### src/verilog/imsr_pkg.sv
// Constants and types shared by the two-wire bus stop and release logic.
`default_nettype none
package imsr_pkg;
  // Register byte offsets on the bus.
  localparam logic [4:0] OFS_CTRL_TWO   = 5'h00;
  localparam logic [4:0] OFS_CTRL_ONE   = 5'h04;
  localparam logic [4:0] OFS_DATA_BUF   = 5'h08;
  localparam logic [4:0] OFS_IRQ_STATUS = 5'h0c;
  localparam logic [4:0] OFS_IRQ_MASK   = 5'h10;
  // Bit positions of control register two and of the status register.
  localparam int BIT_MASTER = 7;
  localparam int BIT_TRX    = 6;
  localparam int BIT_BUSY   = 5;
  localparam int BIT_PIN    = 4;
  localparam int BIT_LRB    = 0;
  // Interrupt status bit positions.
  localparam int IRQ_STOP_DONE = 0;
  localparam int IRQ_RELEASED  = 1;
  localparam int IRQ_START_SEEN = 2;
  localparam int IRQ_WIDTH     = 3;
  // Values after reset.
  localparam logic [7:0] RST_CTRL_ONE = 8'h00;
  localparam logic [7:0] RST_DATA_BUF = 8'h00;
  localparam logic       RST_PIN      = 1'b1;
  localparam logic       RST_LRB      = 1'b1;
  localparam logic [2:0] RST_IRQ_MASK = 3'h0;
  // Stop setup and hold time in nanoseconds, clock period in nanoseconds.
  localparam int T_STOP_NS  = 4000;
  localparam int CLK_PER_NS = 50;
  localparam int STOP_CYC   = (T_STOP_NS + CLK_PER_NS - 1) / CLK_PER_NS;
  localparam int CNT_W      = 8;
  // Stop and release sequencer states.
  typedef enum logic [2:0] {
    ST_IDLE     = 3'b000,
    ST_SDA_LOW  = 3'b001,
    ST_SCL_WAIT = 3'b010,
    ST_SETUP    = 3'b011,
    ST_SDA_REL  = 3'b100,
    ST_REL_WAIT = 3'b101
  } imsr_state_t;
endpackage
`default_nettype wire

### src/verilog/imsr_sync.sv
// Two-stage synchroniser with a third stage kept for edge detection.
`default_nettype none
module imsr_sync #(
  parameter int WIDTH = 2
) (
  // Clock and reset.
  input  wire logic             clk,
  input  wire logic             nrst,
  // Asynchronous levels in, synchronised and delayed levels out.
  input  wire logic [WIDTH-1:0] async_in,
  output logic      [WIDTH-1:0] sync_out,
  output logic      [WIDTH-1:0] prev_out
);
  logic [WIDTH-1:0] meta_reg;

  // Lines idle high, so all stages reset high to avoid a false edge.
  always_ff @(posedge clk or negedge nrst) begin
    if (!nrst) begin
      meta_reg <= '1;
      sync_out <= '1;
      prev_out <= '1;
    end else begin
      meta_reg <= async_in;
      sync_out <= meta_reg;
      prev_out <= sync_out;
    end
  end
endmodule
`default_nettype wire

### src/verilog/imsr_top.sv
// Two-wire bus master stop generation, bus release and busy tracking.
`default_nettype none
module imsr_top (
  // Clock and reset.
  input  wire logic        CLK,
  input  wire logic        NRST,
  // Wishbone slave.
  input  wire logic        CYC_I,
  input  wire logic        STB_I,
  input  wire logic        WE_I,
  input  wire logic [4:0]  ADR_I,
  input  wire logic [3:0]  SEL_I,
  input  wire logic [31:0] DAT_I,
  output logic      [31:0] DAT_O,
  output logic             ACK_O,
  // Serial data line, open drain.
  input  wire logic        SDA_I,
  output logic             SDA_O,
  output logic             SDA_OE,
  // Serial clock line, open drain.
  input  wire logic        SCL_I,
  output logic             SCL_O,
  output logic             SCL_OE,
  // Interrupt.
  output logic             IRQ
);
  import imsr_pkg::*;

  imsr_state_t      state_reg, state_next;
  logic [CNT_W-1:0] cnt_reg, cnt_next;
  logic             ack_reg;
  logic [31:0]      dat_reg;
  logic             mst_reg, trx_reg, pin_reg, busy_reg, lrb_reg;
  logic [7:0]       ctrl_one_reg, data_buf_reg;
  logic [IRQ_WIDTH-1:0] irq_st_reg, irq_mask_reg;
  logic             irq_reg;
  logic [1:0]       line_s, line_p;

  // Line samples: bit 1 is the clock line, bit 0 the data line.
  imsr_sync #(.WIDTH(2)) u_sync (
    .clk      (CLK),
    .nrst     (NRST),
    .async_in ({SCL_I, SDA_I}),
    .sync_out (line_s),
    .prev_out (line_p)
  );

  // Bus condition decode on the synchronised lines.
  wire scl_hi    = line_s[1];
  wire sda_hi    = line_s[0];
  wire scl_rise  = line_s[1] & ~line_p[1];
  wire start_det = line_p[0] & ~line_s[0] & line_s[1] & line_p[1];
  wire stop_det  = ~line_p[0] & line_s[0] & line_s[1] & line_p[1];

  // Bus access decode; a request is taken in the cycle before ack.
  wire req     = CYC_I & STB_I & ~ack_reg;
  wire wr      = req & WE_I & SEL_I[0];
  wire hit_c2  = (ADR_I == OFS_CTRL_TWO);
  wire hit_c1  = (ADR_I == OFS_CTRL_ONE);
  wire hit_db  = (ADR_I == OFS_DATA_BUF);
  wire hit_ist = (ADR_I == OFS_IRQ_STATUS);
  wire hit_imk = (ADR_I == OFS_IRQ_MASK);
  wire wr_c2   = wr & hit_c2;
  wire [7:0] wd = DAT_I[7:0];

  // Command patterns on control register two.
  wire stop_req = wr_c2 & busy_reg & (state_reg == ST_IDLE) & wd[BIT_MASTER] & wd[BIT_TRX]
                  & ~wd[BIT_BUSY] & wd[BIT_PIN];
  wire rel_req  = wr_c2 & (state_reg == ST_IDLE) & ~wd[BIT_MASTER] & ~wd[BIT_TRX]
                  & ~wd[BIT_BUSY] & wd[BIT_PIN];
  wire seq_idle = (state_reg == ST_IDLE);
  wire stop_done = (state_reg == ST_SDA_REL) & sda_hi & scl_hi;
  wire rel_done  = (state_reg == ST_REL_WAIT) & scl_hi;

  // Status view returned on a read of control register two.
  wire [7:0] status_v = {mst_reg, trx_reg, busy_reg, pin_reg, 3'h0, lrb_reg};
  wire [31:0] rd_mux =
    hit_c2  ? {24'h0, status_v} :
    hit_c1  ? {24'h0, ctrl_one_reg} :
    hit_db  ? {24'h0, data_buf_reg} :
    hit_ist ? {29'h0, irq_st_reg} :
    hit_imk ? {29'h0, irq_mask_reg} : 32'h0;

  // Sequencer next state; the counter times the data-low hold and stop setup.
  always_comb begin
    state_next = state_reg;
    cnt_next   = cnt_reg;
    case (state_reg)
      ST_IDLE: begin
        cnt_next = '0;
        if (stop_req) begin
          state_next = ST_SDA_LOW;
        end else if (rel_req) begin
          state_next = ST_REL_WAIT;
        end
      end
      ST_SDA_LOW: begin
        if (cnt_reg == CNT_W'(STOP_CYC - 1)) begin
          state_next = ST_SCL_WAIT;
          cnt_next   = '0;
        end else begin
          cnt_next = cnt_reg + 1'b1;
        end
      end
      ST_SCL_WAIT: begin
        if (scl_hi) begin
          state_next = ST_SETUP;
        end
      end
      ST_SETUP: begin
        if (cnt_reg == CNT_W'(STOP_CYC - 1)) begin
          state_next = ST_SDA_REL;
          cnt_next   = '0;
        end else begin
          cnt_next = cnt_reg + 1'b1;
        end
      end
      ST_SDA_REL: begin
        if (stop_done) begin
          state_next = ST_IDLE;
        end
      end
      ST_REL_WAIT: begin
        if (rel_done) begin
          state_next = ST_IDLE;
        end
      end
      default: begin
        state_next = ST_IDLE;
      end
    endcase
  end

  // Sequencer registers.
  always_ff @(posedge CLK or negedge NRST) begin
    if (!NRST) begin
      state_reg <= ST_IDLE;
      cnt_reg   <= '0;
    end else begin
      state_reg <= state_next;
      cnt_reg   <= cnt_next;
    end
  end

  // Open-drain drive: the data line is pulled low until setup has run out,
  // the clock line only while the data line is first pulled down.
  assign SDA_O  = 1'b0;
  assign SCL_O  = 1'b0;
  assign SDA_OE = (state_reg == ST_SDA_LOW) | (state_reg == ST_SCL_WAIT)
                  | (state_reg == ST_SETUP);
  assign SCL_OE = (state_reg == ST_SDA_LOW);

  // Single-cycle answer; unmapped offsets read zero and writes are dropped.
  always_ff @(posedge CLK or negedge NRST) begin
    if (!NRST) begin
      ack_reg <= 1'b0;
      dat_reg <= 32'h0;
    end else begin
      ack_reg <= req;
      dat_reg <= req ? rd_mux : dat_reg;
    end
  end
  assign ACK_O = ack_reg;
  assign DAT_O = dat_reg;

  // Mode bits; writes are ignored mid-sequence so a stray write cannot
  // corrupt an ongoing stop. Both mode bits drop once the sequence ends.
  always_ff @(posedge CLK or negedge NRST) begin
    if (!NRST) begin
      mst_reg <= 1'b0;
      trx_reg <= 1'b0;
      pin_reg <= RST_PIN;
    end else if (stop_done | rel_done) begin
      mst_reg <= 1'b0;
      trx_reg <= 1'b0;
    end else if (wr_c2 & seq_idle) begin
      mst_reg <= wd[BIT_MASTER];
      trx_reg <= wd[BIT_TRX];
      pin_reg <= wd[BIT_PIN] | pin_reg;
    end
  end

  // Busy tracking: a start sets it and wins over any clearing event.
  always_ff @(posedge CLK or negedge NRST) begin
    if (!NRST) begin
      busy_reg <= 1'b0;
    end else if (start_det) begin
      busy_reg <= 1'b1;
    end else if (stop_det | stop_done | rel_done) begin
      busy_reg <= 1'b0;
    end
  end

  // Last received bit: data level at each clock rise, and the clock level once
  // released, which is always one as the release ends only once the clock line is high.
  always_ff @(posedge CLK or negedge NRST) begin
    if (!NRST) begin
      lrb_reg <= RST_LRB;
    end else if (rel_done) begin
      lrb_reg <= scl_hi;
    end else if (scl_rise) begin
      lrb_reg <= sda_hi;
    end
  end

  // Plain storage for control register one and the data buffer.
  always_ff @(posedge CLK or negedge NRST) begin
    if (!NRST) begin
      ctrl_one_reg <= RST_CTRL_ONE;
      data_buf_reg <= RST_DATA_BUF;
    end else begin
      ctrl_one_reg <= (wr & hit_c1) ? wd : ctrl_one_reg;
      data_buf_reg <= (wr & hit_db) ? wd : data_buf_reg;
    end
  end

  // Sticky events; a new event beats a write-one clear in the same cycle.
  wire [IRQ_WIDTH-1:0] irq_ev  = {start_det, rel_done, stop_done};
  wire [IRQ_WIDTH-1:0] irq_clr = (wr & hit_ist) ? wd[IRQ_WIDTH-1:0] : '0;
  always_ff @(posedge CLK or negedge NRST) begin
    if (!NRST) begin
      irq_st_reg   <= '0;
      irq_mask_reg <= RST_IRQ_MASK;
      irq_reg      <= 1'b0;
    end else begin
      irq_st_reg   <= (irq_st_reg & ~irq_clr) | irq_ev;
      irq_mask_reg <= (wr & hit_imk) ? wd[IRQ_WIDTH-1:0] : irq_mask_reg;
      irq_reg      <= |(((irq_st_reg & ~irq_clr) | irq_ev) & irq_mask_reg);
    end
  end
  assign IRQ = irq_reg;
endmodule
`default_nettype wire

### config.mk
export PLATFORM = sky130hd
export DESIGN_NAME = imsr_top
export DESIGN_NICKNAME = d
export VERILOG_FILES = /design/src/verilog/imsr_pkg.sv /design/src/verilog/imsr_sync.sv /design/src/verilog/imsr_top.sv
export SDC_FILE = /design/constraint.sdc
export NUM_CORES = 1
export LEC_CHECK = 0
export BUFFER_PORTS_ARGS = -buffer_cell sky130_fd_sc_hd__buf_4
export CELL_PAD_IN_SITES_DETAIL_PLACEMENT = 1
export CELL_PAD_IN_SITES_GLOBAL_PLACEMENT = 2
export CORE_MARGIN = 1.5
export CORE_UTILIZATION = 33
export CTS_BUF_LIST = sky130_fd_sc_hd__clkbuf_4
export DETAILED_ROUTE_END_ITERATION = 7
export HOLD_SLACK_MARGIN = 0.02
export PLACE_DENSITY = 0.9
export SYNTH_ARGS = -nofsm -noshare
export SYNTH_HDL_FRONTEND = slang
export SYNTH_SLANG_ARGS = --single-unit
### constraint.sdc
create_clock -name CLK -period 2.2 [get_ports CLK]
set_input_delay 0.33 -clock CLK [delete_from_list [all_inputs] [get_ports CLK]]
set_output_delay 0.33 -clock CLK [all_outputs]
set_load 0.05 [all_outputs]
==> results.yml, run 1 <==
global_route:
  gr-total-overflow: 0
  grt_pass1_wl_um: 10400
  grt_max_degree: 55
  grt_usage: 0.149
  antenna_found_initial: 0
  grt_pass1_vias: 2109
final_layout:
  final_common_cell: "dfrtp_1"
  fin_area_um2: 3210
  diodes: 0
  final_nets: 351
  final_layout_size_suffix_gt1_frac: 0.287
  area_delta_synth_final_pct: 14.8
  final_cell_mix: "dfrtp_1, buf_4, conb_1, mux2_2, nand2_1"
routing:
  num_vias: 2070
  dr.pass1.iters: 4
  ant_nets: 0
  drc_errors: 0
  wl_per_cell_um: 15.7
  totalWireLength_um: 6410
  drt_iter0_markers: 73
  viasPerCell: 5.07
worst_setup_path:
  path_cells: "nand3b_1 > or4_1 > o32a_1 > o31ai_1"
  cp-start-kind: "register"
  crit_fanout: 6
  ff2ff_path_depth: 4
  cp.required_ns: 2.49
  cpMaxStageDelayCell: "or4_1"
  worstSetupPathType: "reg2reg"
  rr_startpoint: "ACK_O"
  max_stage_delay_ns: 0.67
  r2r_slack_ns: 0.15
  r2r_end: "state_reg[2]"
  cp.arrival_ns: 2.33
  end_kind: "register"
synth:
  yosysSeqAreaShare: 0.486
  synthesis.instances: 262
  synth_seq_cells: 54
  synth_edf_count: 0
  synth_area_um2: 2800
  syn-mean-instance-area_um2: 10.7
  ys_async_sr_fraction: 1.00
  ys.flop_type: "dfrtp_1"
  yosysWarnings: 0
  synth_cell_types: 54
floorplanning:
  start_util: 0.341
  die_h_um: 95.1
  core_area_um2: 8220
  rows: 33
  io-pin-count: 86
  die_area_um2: 9040
  die_w_um: 95.1
power:
  p_per_area_nw_per_um2: 642
  ir_drop_mv: 0.256
  p_leak_nw: 1.49
place:
  place.gp.congestion: 0.807
  post_dp_cell_area_um2: 3100
  dp_hpwl_um: 4740
  port_buffers: 32
timing:
  layout_min_cycle_time_ns: 2.05
  maxSlewViolCount: 0
  rsz0062_at_grt: "no"
  finalHoldViolations: 0
  skew_ns: 0.0183
  tightest_slew_ns: 0.693
  max_freq_mhz: 489
  period_share: 0.930
  setup_violations: 0
  relSlewSlack: 0.538
  tns_ns: 0
min_path:
  hold_path_depth: 2
  whs_endpoint: "ctrl_one_reg[3]"
  hold_class: "in2reg"
  min_from: "DAT_I[3]"
cts:
  ctsHtreeMaxLevel: 2
  cts_tree: "built"
  cts_num_sinks: 54
  cts_buffers: 5
  insertion_delay_ns: 0.39
  clk_pin_slew_ns: 0.18
  root_buffer: "clkbuf_4"
  clockBufferDepth: 2
outcome:
  outcome: "finished clean"
run:
  maxCapViolCount: 0
[Yosys cell counts, types with 2 or more instances]
library cell  number  area share
a21oi_1            7       0.013
nand3_1            9       0.016
nor2b_1            4      0.0089
xnor2_1            4       0.013
and4b_1            2      0.0072
nand2b_1           3      0.0067
a211o_1            2      0.0063
nand2_1           18       0.024
a22oi_1            2      0.0054
mux2_2            20       0.080
o31ai_1            4       0.011
nor4b_1            3      0.0094
nor3_1             4      0.0072
o21ai_0           12       0.021
buf_4             26       0.070
dfstp_2            8       0.075
a311oi_1           2      0.0063
nor2_1            11       0.015
dfrtp_1           46        0.41
o211ai_1           2      0.0054
or3_4              2      0.0080
clkbuf_1           9       0.012
inv_1              9       0.012
nor4_1             2      0.0045
a22o_1             6       0.019
a211oi_1           3      0.0080
a2bb2oi_1          2      0.0063
o2bb2ai_1          2      0.0063
buf_2              2      0.0036
or2_2              2      0.0045
mux2i_1            6       0.021
a31oi_1            5       0.011
nand3b_1           2      0.0054
[report_power, final]
group          leakage [nW]  internal (mW)  switching, mW  total [mW]
registers             0.687           1.05         0.0446        1.09
logic                 0.757          0.112          0.266       0.378
clock network        0.0462          0.248          0.344       0.592
[critical path, delay by kind of cell (launching register included)]
kind               cells  cell delay, ns
and+or+nand+nor        2            0.95
DFF                    1            0.42
AOI/OAI and AO/OA      2            0.58
[per-layer routing]
layer  wire [um]  global-route usage
met1        2910               0.188
met3         219              0.0271
met2        3260               0.263
met5           0                   0
met4          30              0.0336
[per-stage QoR]
step | utilization | hold WS (ns) | setup slack, ns | total power, mW | std cells
CTS | 0.388 | 0.0371 | 0.153 | 2.09 | 406
detailed placement | 0.377 | 0.349 | 0.0536 | 1.49 | 397
global placement | 0.377 | 0.348 | 0.0719 | 1.47 | 397
finish | 0.391 | 0.189 | 0.154 | 2.06 | 408
global route | 0.391 | 0.165 | 0.0439 | 2.15 | 408
floorplan | - | 0.0344 | 0.112 | 1.40 | 287
[worst max-delay path by stage]
| stage | start | to | slack (ns) | cells past startpoint |
|---|---|---|---|---|
| final | ACK_O | state_reg[2] | 0.15 | 4 |
| after detailed placement | ADR_I[4] | ctrl_one_reg[3] | 0.05 | 6 |
| after floorplan | ACK_O | ctrl_one_reg[0] | 0.11 | 4 |
| after CTS | ACK_O | state_reg[2] | 0.15 | 4 |
| after global placement | ADR_I[4] | ctrl_one_reg[7] | 0.07 | 6 |
| after global routing | ACK_O | state_reg[2] | 0.04 | 4 |
[area by class of cell]
type	count	area (um2)
Tap cell	105	131
Multi-Input combinational cell	186	1250
Timing Repair Buffer	46	353
Fill cell	962	5000
Clock buffer	5	37.5
Sequential cell	54	1360
Clock inverter	3	47.5
Inverter	9	33.8
[cells by family after synthesis]
logic type / synth area share
AO/OA/AOI/OAI: 0.144
XOR/XNOR: 0.0125
adder cells (fa/ha/maj): 0.00447
buffers and inverters: 0.101
flip-flops: 0.486
multiplexers: 0.102
other: 0.00134
AND/OR/NAND/NOR: 0.148
[repair_timing]
| item | in CTS | in global routing |
|---|---|---|
| resized for setup | 0 | 0 |
| buffers inserted | 0 | 0 |
| hold endpoints to repair | 46 | 2 |
| hold buffers | 1 | 2 |
Note: power is estimated with default switching activity, not from simulation.
==> run 2, diff against run 1 <==
--- a/config.mk
+++ b/config.mk
@@ -5,15 +5,16 @@
 export SDC_FILE = /design/constraint.sdc
 export NUM_CORES = 1
 export LEC_CHECK = 0
+export ABC_AREA = 1
 export BUFFER_PORTS_ARGS = -buffer_cell sky130_fd_sc_hd__buf_4
 export CELL_PAD_IN_SITES_DETAIL_PLACEMENT = 1
 export CELL_PAD_IN_SITES_GLOBAL_PLACEMENT = 2
 export CORE_MARGIN = 1.5
-export CORE_UTILIZATION = 33
+export CORE_UTILIZATION = 31
 export CTS_BUF_LIST = sky130_fd_sc_hd__clkbuf_4
 export DETAILED_ROUTE_END_ITERATION = 7
 export HOLD_SLACK_MARGIN = 0.02
-export PLACE_DENSITY = 0.9
+export PLACE_DENSITY = 0.89
 export SYNTH_ARGS = -nofsm -noshare
 export SYNTH_HDL_FRONTEND = slang
 export SYNTH_SLANG_ARGS = --single-unit
==> run 2 against run 1 <==
  * Wire length down 3.8%
  * Final cell count up 15%
  * Highest routed layer unchanged
  * Global-route usage down 1.9 points
  * Sequential power up 10%
  * Cell area is 0.62% lower
  * Count of clock-buffer cells in the layout increased by 1
  * Worst setup slack gained 0.10 ns
  * First-iteration DRC count grew 15%
  * Via count is 4.5% higher
  * Critical path type is now reg2out
==> results.yml, run 2 <==
synth:
  ys.flop_type: "dfrtp_1"
  yosys.area_share.simple: 0.260
  synth_seq_cells: 54
  yosysWarnings: 0
  synth_compound_area_frac: 0.128
  synth_top_area_share: 0.400
  synth-xor-area-share: 0.00608
  synth_edf_count: 0
  synth_commonest_cells: "nand2_1, dfrtp_1, buf_4"
  ys_top_cells_by_area: "dfrtp_1, nand2_1, dfstp_2"
  yosysSeqAreaShare: 0.473
  yosysTopAreaCell: "dfrtp_1"
  ys_async_sr_fraction: 1.00
  muxShareOfSynthArea: 0
  synth_area_um2: 2880
  synth-adder-area-share: 0.00434
  synth_top_family_by_area: "simple AND/OR/NAND/NOR gates"
  synthesis.instances: 323
  yosysMostFrequentCell: "nand2_1"
  syn-mean-instance-area_um2: 8.92
  synth_cell_types: 38
cts:
  root_buffer: "clkbuf_4"
  insertion_delay_ns: 0.37
  cts_buffers: 5
  ctsHtreeMaxLevel: 2
  cts_num_sinks: 54
  clk_pin_slew_ns: 0.16
  postCtsSetupBuffers: 0
  clockBufferDepth: 2
  cts_tree: "built"
place:
  dp_hpwl_um: 4660
  port_buffers: 32
  place.gp.congestion: 0.763
  post_dp_cell_area_um2: 3110
  dp_cells: 457
final_layout:
  final_cell_mix: "nand2_1, dfrtp_1, buf_4, conb_1, nand3_1"
  area_delta_synth_final_pct: 10.8
  final_common_cell: "nand2_1"
  final_nets: 408
  layoutNonFillerInstCount: 468
  diodes: 0
  fin_area_um2: 3190
  final_layout_size_suffix_gt1_frac: 0.258
routing:
  totalWireLength_um: 6170
  ant_nets: 0
  drt_iter0_markers: 84
  dr.pass1.iters: 4
  viasPerCell: 4.62
  drc_errors: 0
  wl_per_cell_um: 13.2
  num_vias: 2163
run:
  maxCapViolCount: 0
timing:
  period_share: 0.883
  tns_ns: 0
  rsz0062_at_grt: "no"
  tightest_slew_ns: 0.689
  setup_violations: 0
  layout_min_cycle_time_ns: 1.94
  maxSlewViolCount: 0
  relSlewSlack: 0.541
  skew_ns: 0.0162
  finalHoldViolations: 0
  max_freq_mhz: 515
worst_setup_path:
  crit_fanout: 8
  r2r_slack_ns: 0.59
  worstSetupPathType: "reg2out"
  end_kind: "output pin"
  cp.arrival_ns: 1.61
  cp.required_ns: 1.87
  cp-start-kind: "register"
global_route:
  grt_pass1_vias: 2185
  antenna_found_initial: 0
  grt_pass1_wl_um: 10200
  grt_max_degree: 55
  grt_usage: 0.129
  gr-total-overflow: 0
floorplanning:
  die_h_um: 99.4
  die_w_um: 99.4
  core_area_um2: 8850
  start_util: 0.326
  rows: 34
  io-pin-count: 86
  die_area_um2: 9880
power:
  ir_drop_mv: 0.547
  p_per_area_nw_per_um2: 776
  power_mw: 2.48
  p_leak_nw: 1.55
outcome:
  outcome: "finished clean"
min_path:
  hold_class: "in2reg"
## run 2: cell types whose count changed in the layout (fill, tap and decap cells not counted), sizes merged, moves of 19 or more
cell | previous run | this run
nand2 | 18 | 74
inv | 11 | 33
nand3 | 9 | 31
o21ai | 12 | 33
mux2 | 20 | 0
nor2 | 11 | 30
## run 2: power breakdown
group          switching, mW  internal (mW)
registers             0.0995           1.10
logic                  0.598          0.238
clock network          0.310          0.134
total                   1.01           1.47
## run 2: what timing repair did
item	in CTS	in global routing
hold endpoints to repair	25	2
gates resized for setup	0	0
hold buffers	1	2
## run 2: final timing paths
check / from / to / depth (start not counted)
setup reg to reg: ACK_O / data_buf_reg[5] / 6
hold / removal: DAT_I[3] / ctrl_one_reg[3] / 3
max in group asynchronous: NRST / IRQ / 2
min in group asynchronous: NRST / DAT_O[5] / 2
hold reg to reg: u_sync.meta_reg[1] / u_sync.sync_out[1] / 0
setup / recovery: state_reg[2] / SCL_OE / 4
## run 2: area by class of cell
class / count / area [um2]
multi-input combinational: 230 / 1240
sequential: 54 / 1360
clock buffer: 6 / 45.0
clock inverter: 2 / 8.76
timing repair buffer: 35 / 270
fill: 1085 / 5660
inverter: 33 / 126
tap: 108 / 135
## run 2: per-layer routing
layer / routed length (um) / share of wire / track usage
met1: 2810 / 0.46 / 0.165
met2: 3070 / 0.50 / 0.223
met3: 204 / 0.033 / 0.0197
met4: 89 / 0.014 / 0.0466
met5: 0 / 0 / 0
## run 2: kinds of logic (layout without fill, tap and decap cells)
logic type,Yosys count,count (layout)
buffers and inverters,64,76
AOI/OAI and AO/OA,57,57
and+or+nand+nor,144,144
adders and majority gates,1,1
xor gates and xnor gates,2,2
other,1,26
DFF,54,54
## run 2: through the flow
step	hold slack (ns)	worst slack (ns)	util
4_1_cts	0.0226	0.198	0.358
3_3_place_gp	0.346	0.596	0.351
5_1_grt	0.216	0.122	0.361
6_report	0.218	0.258	0.361
2_1_floorplan	0.0344	0.456	-
3_5_place_dp	0.349	0.594	0.351
## run 2: critical path: stages, from the launching register on
cell     delay, ns
dfrtp_1       0.52
nor2_4        0.25
inv_1         0.14
nor2_1        0.13
buf_4         0.21
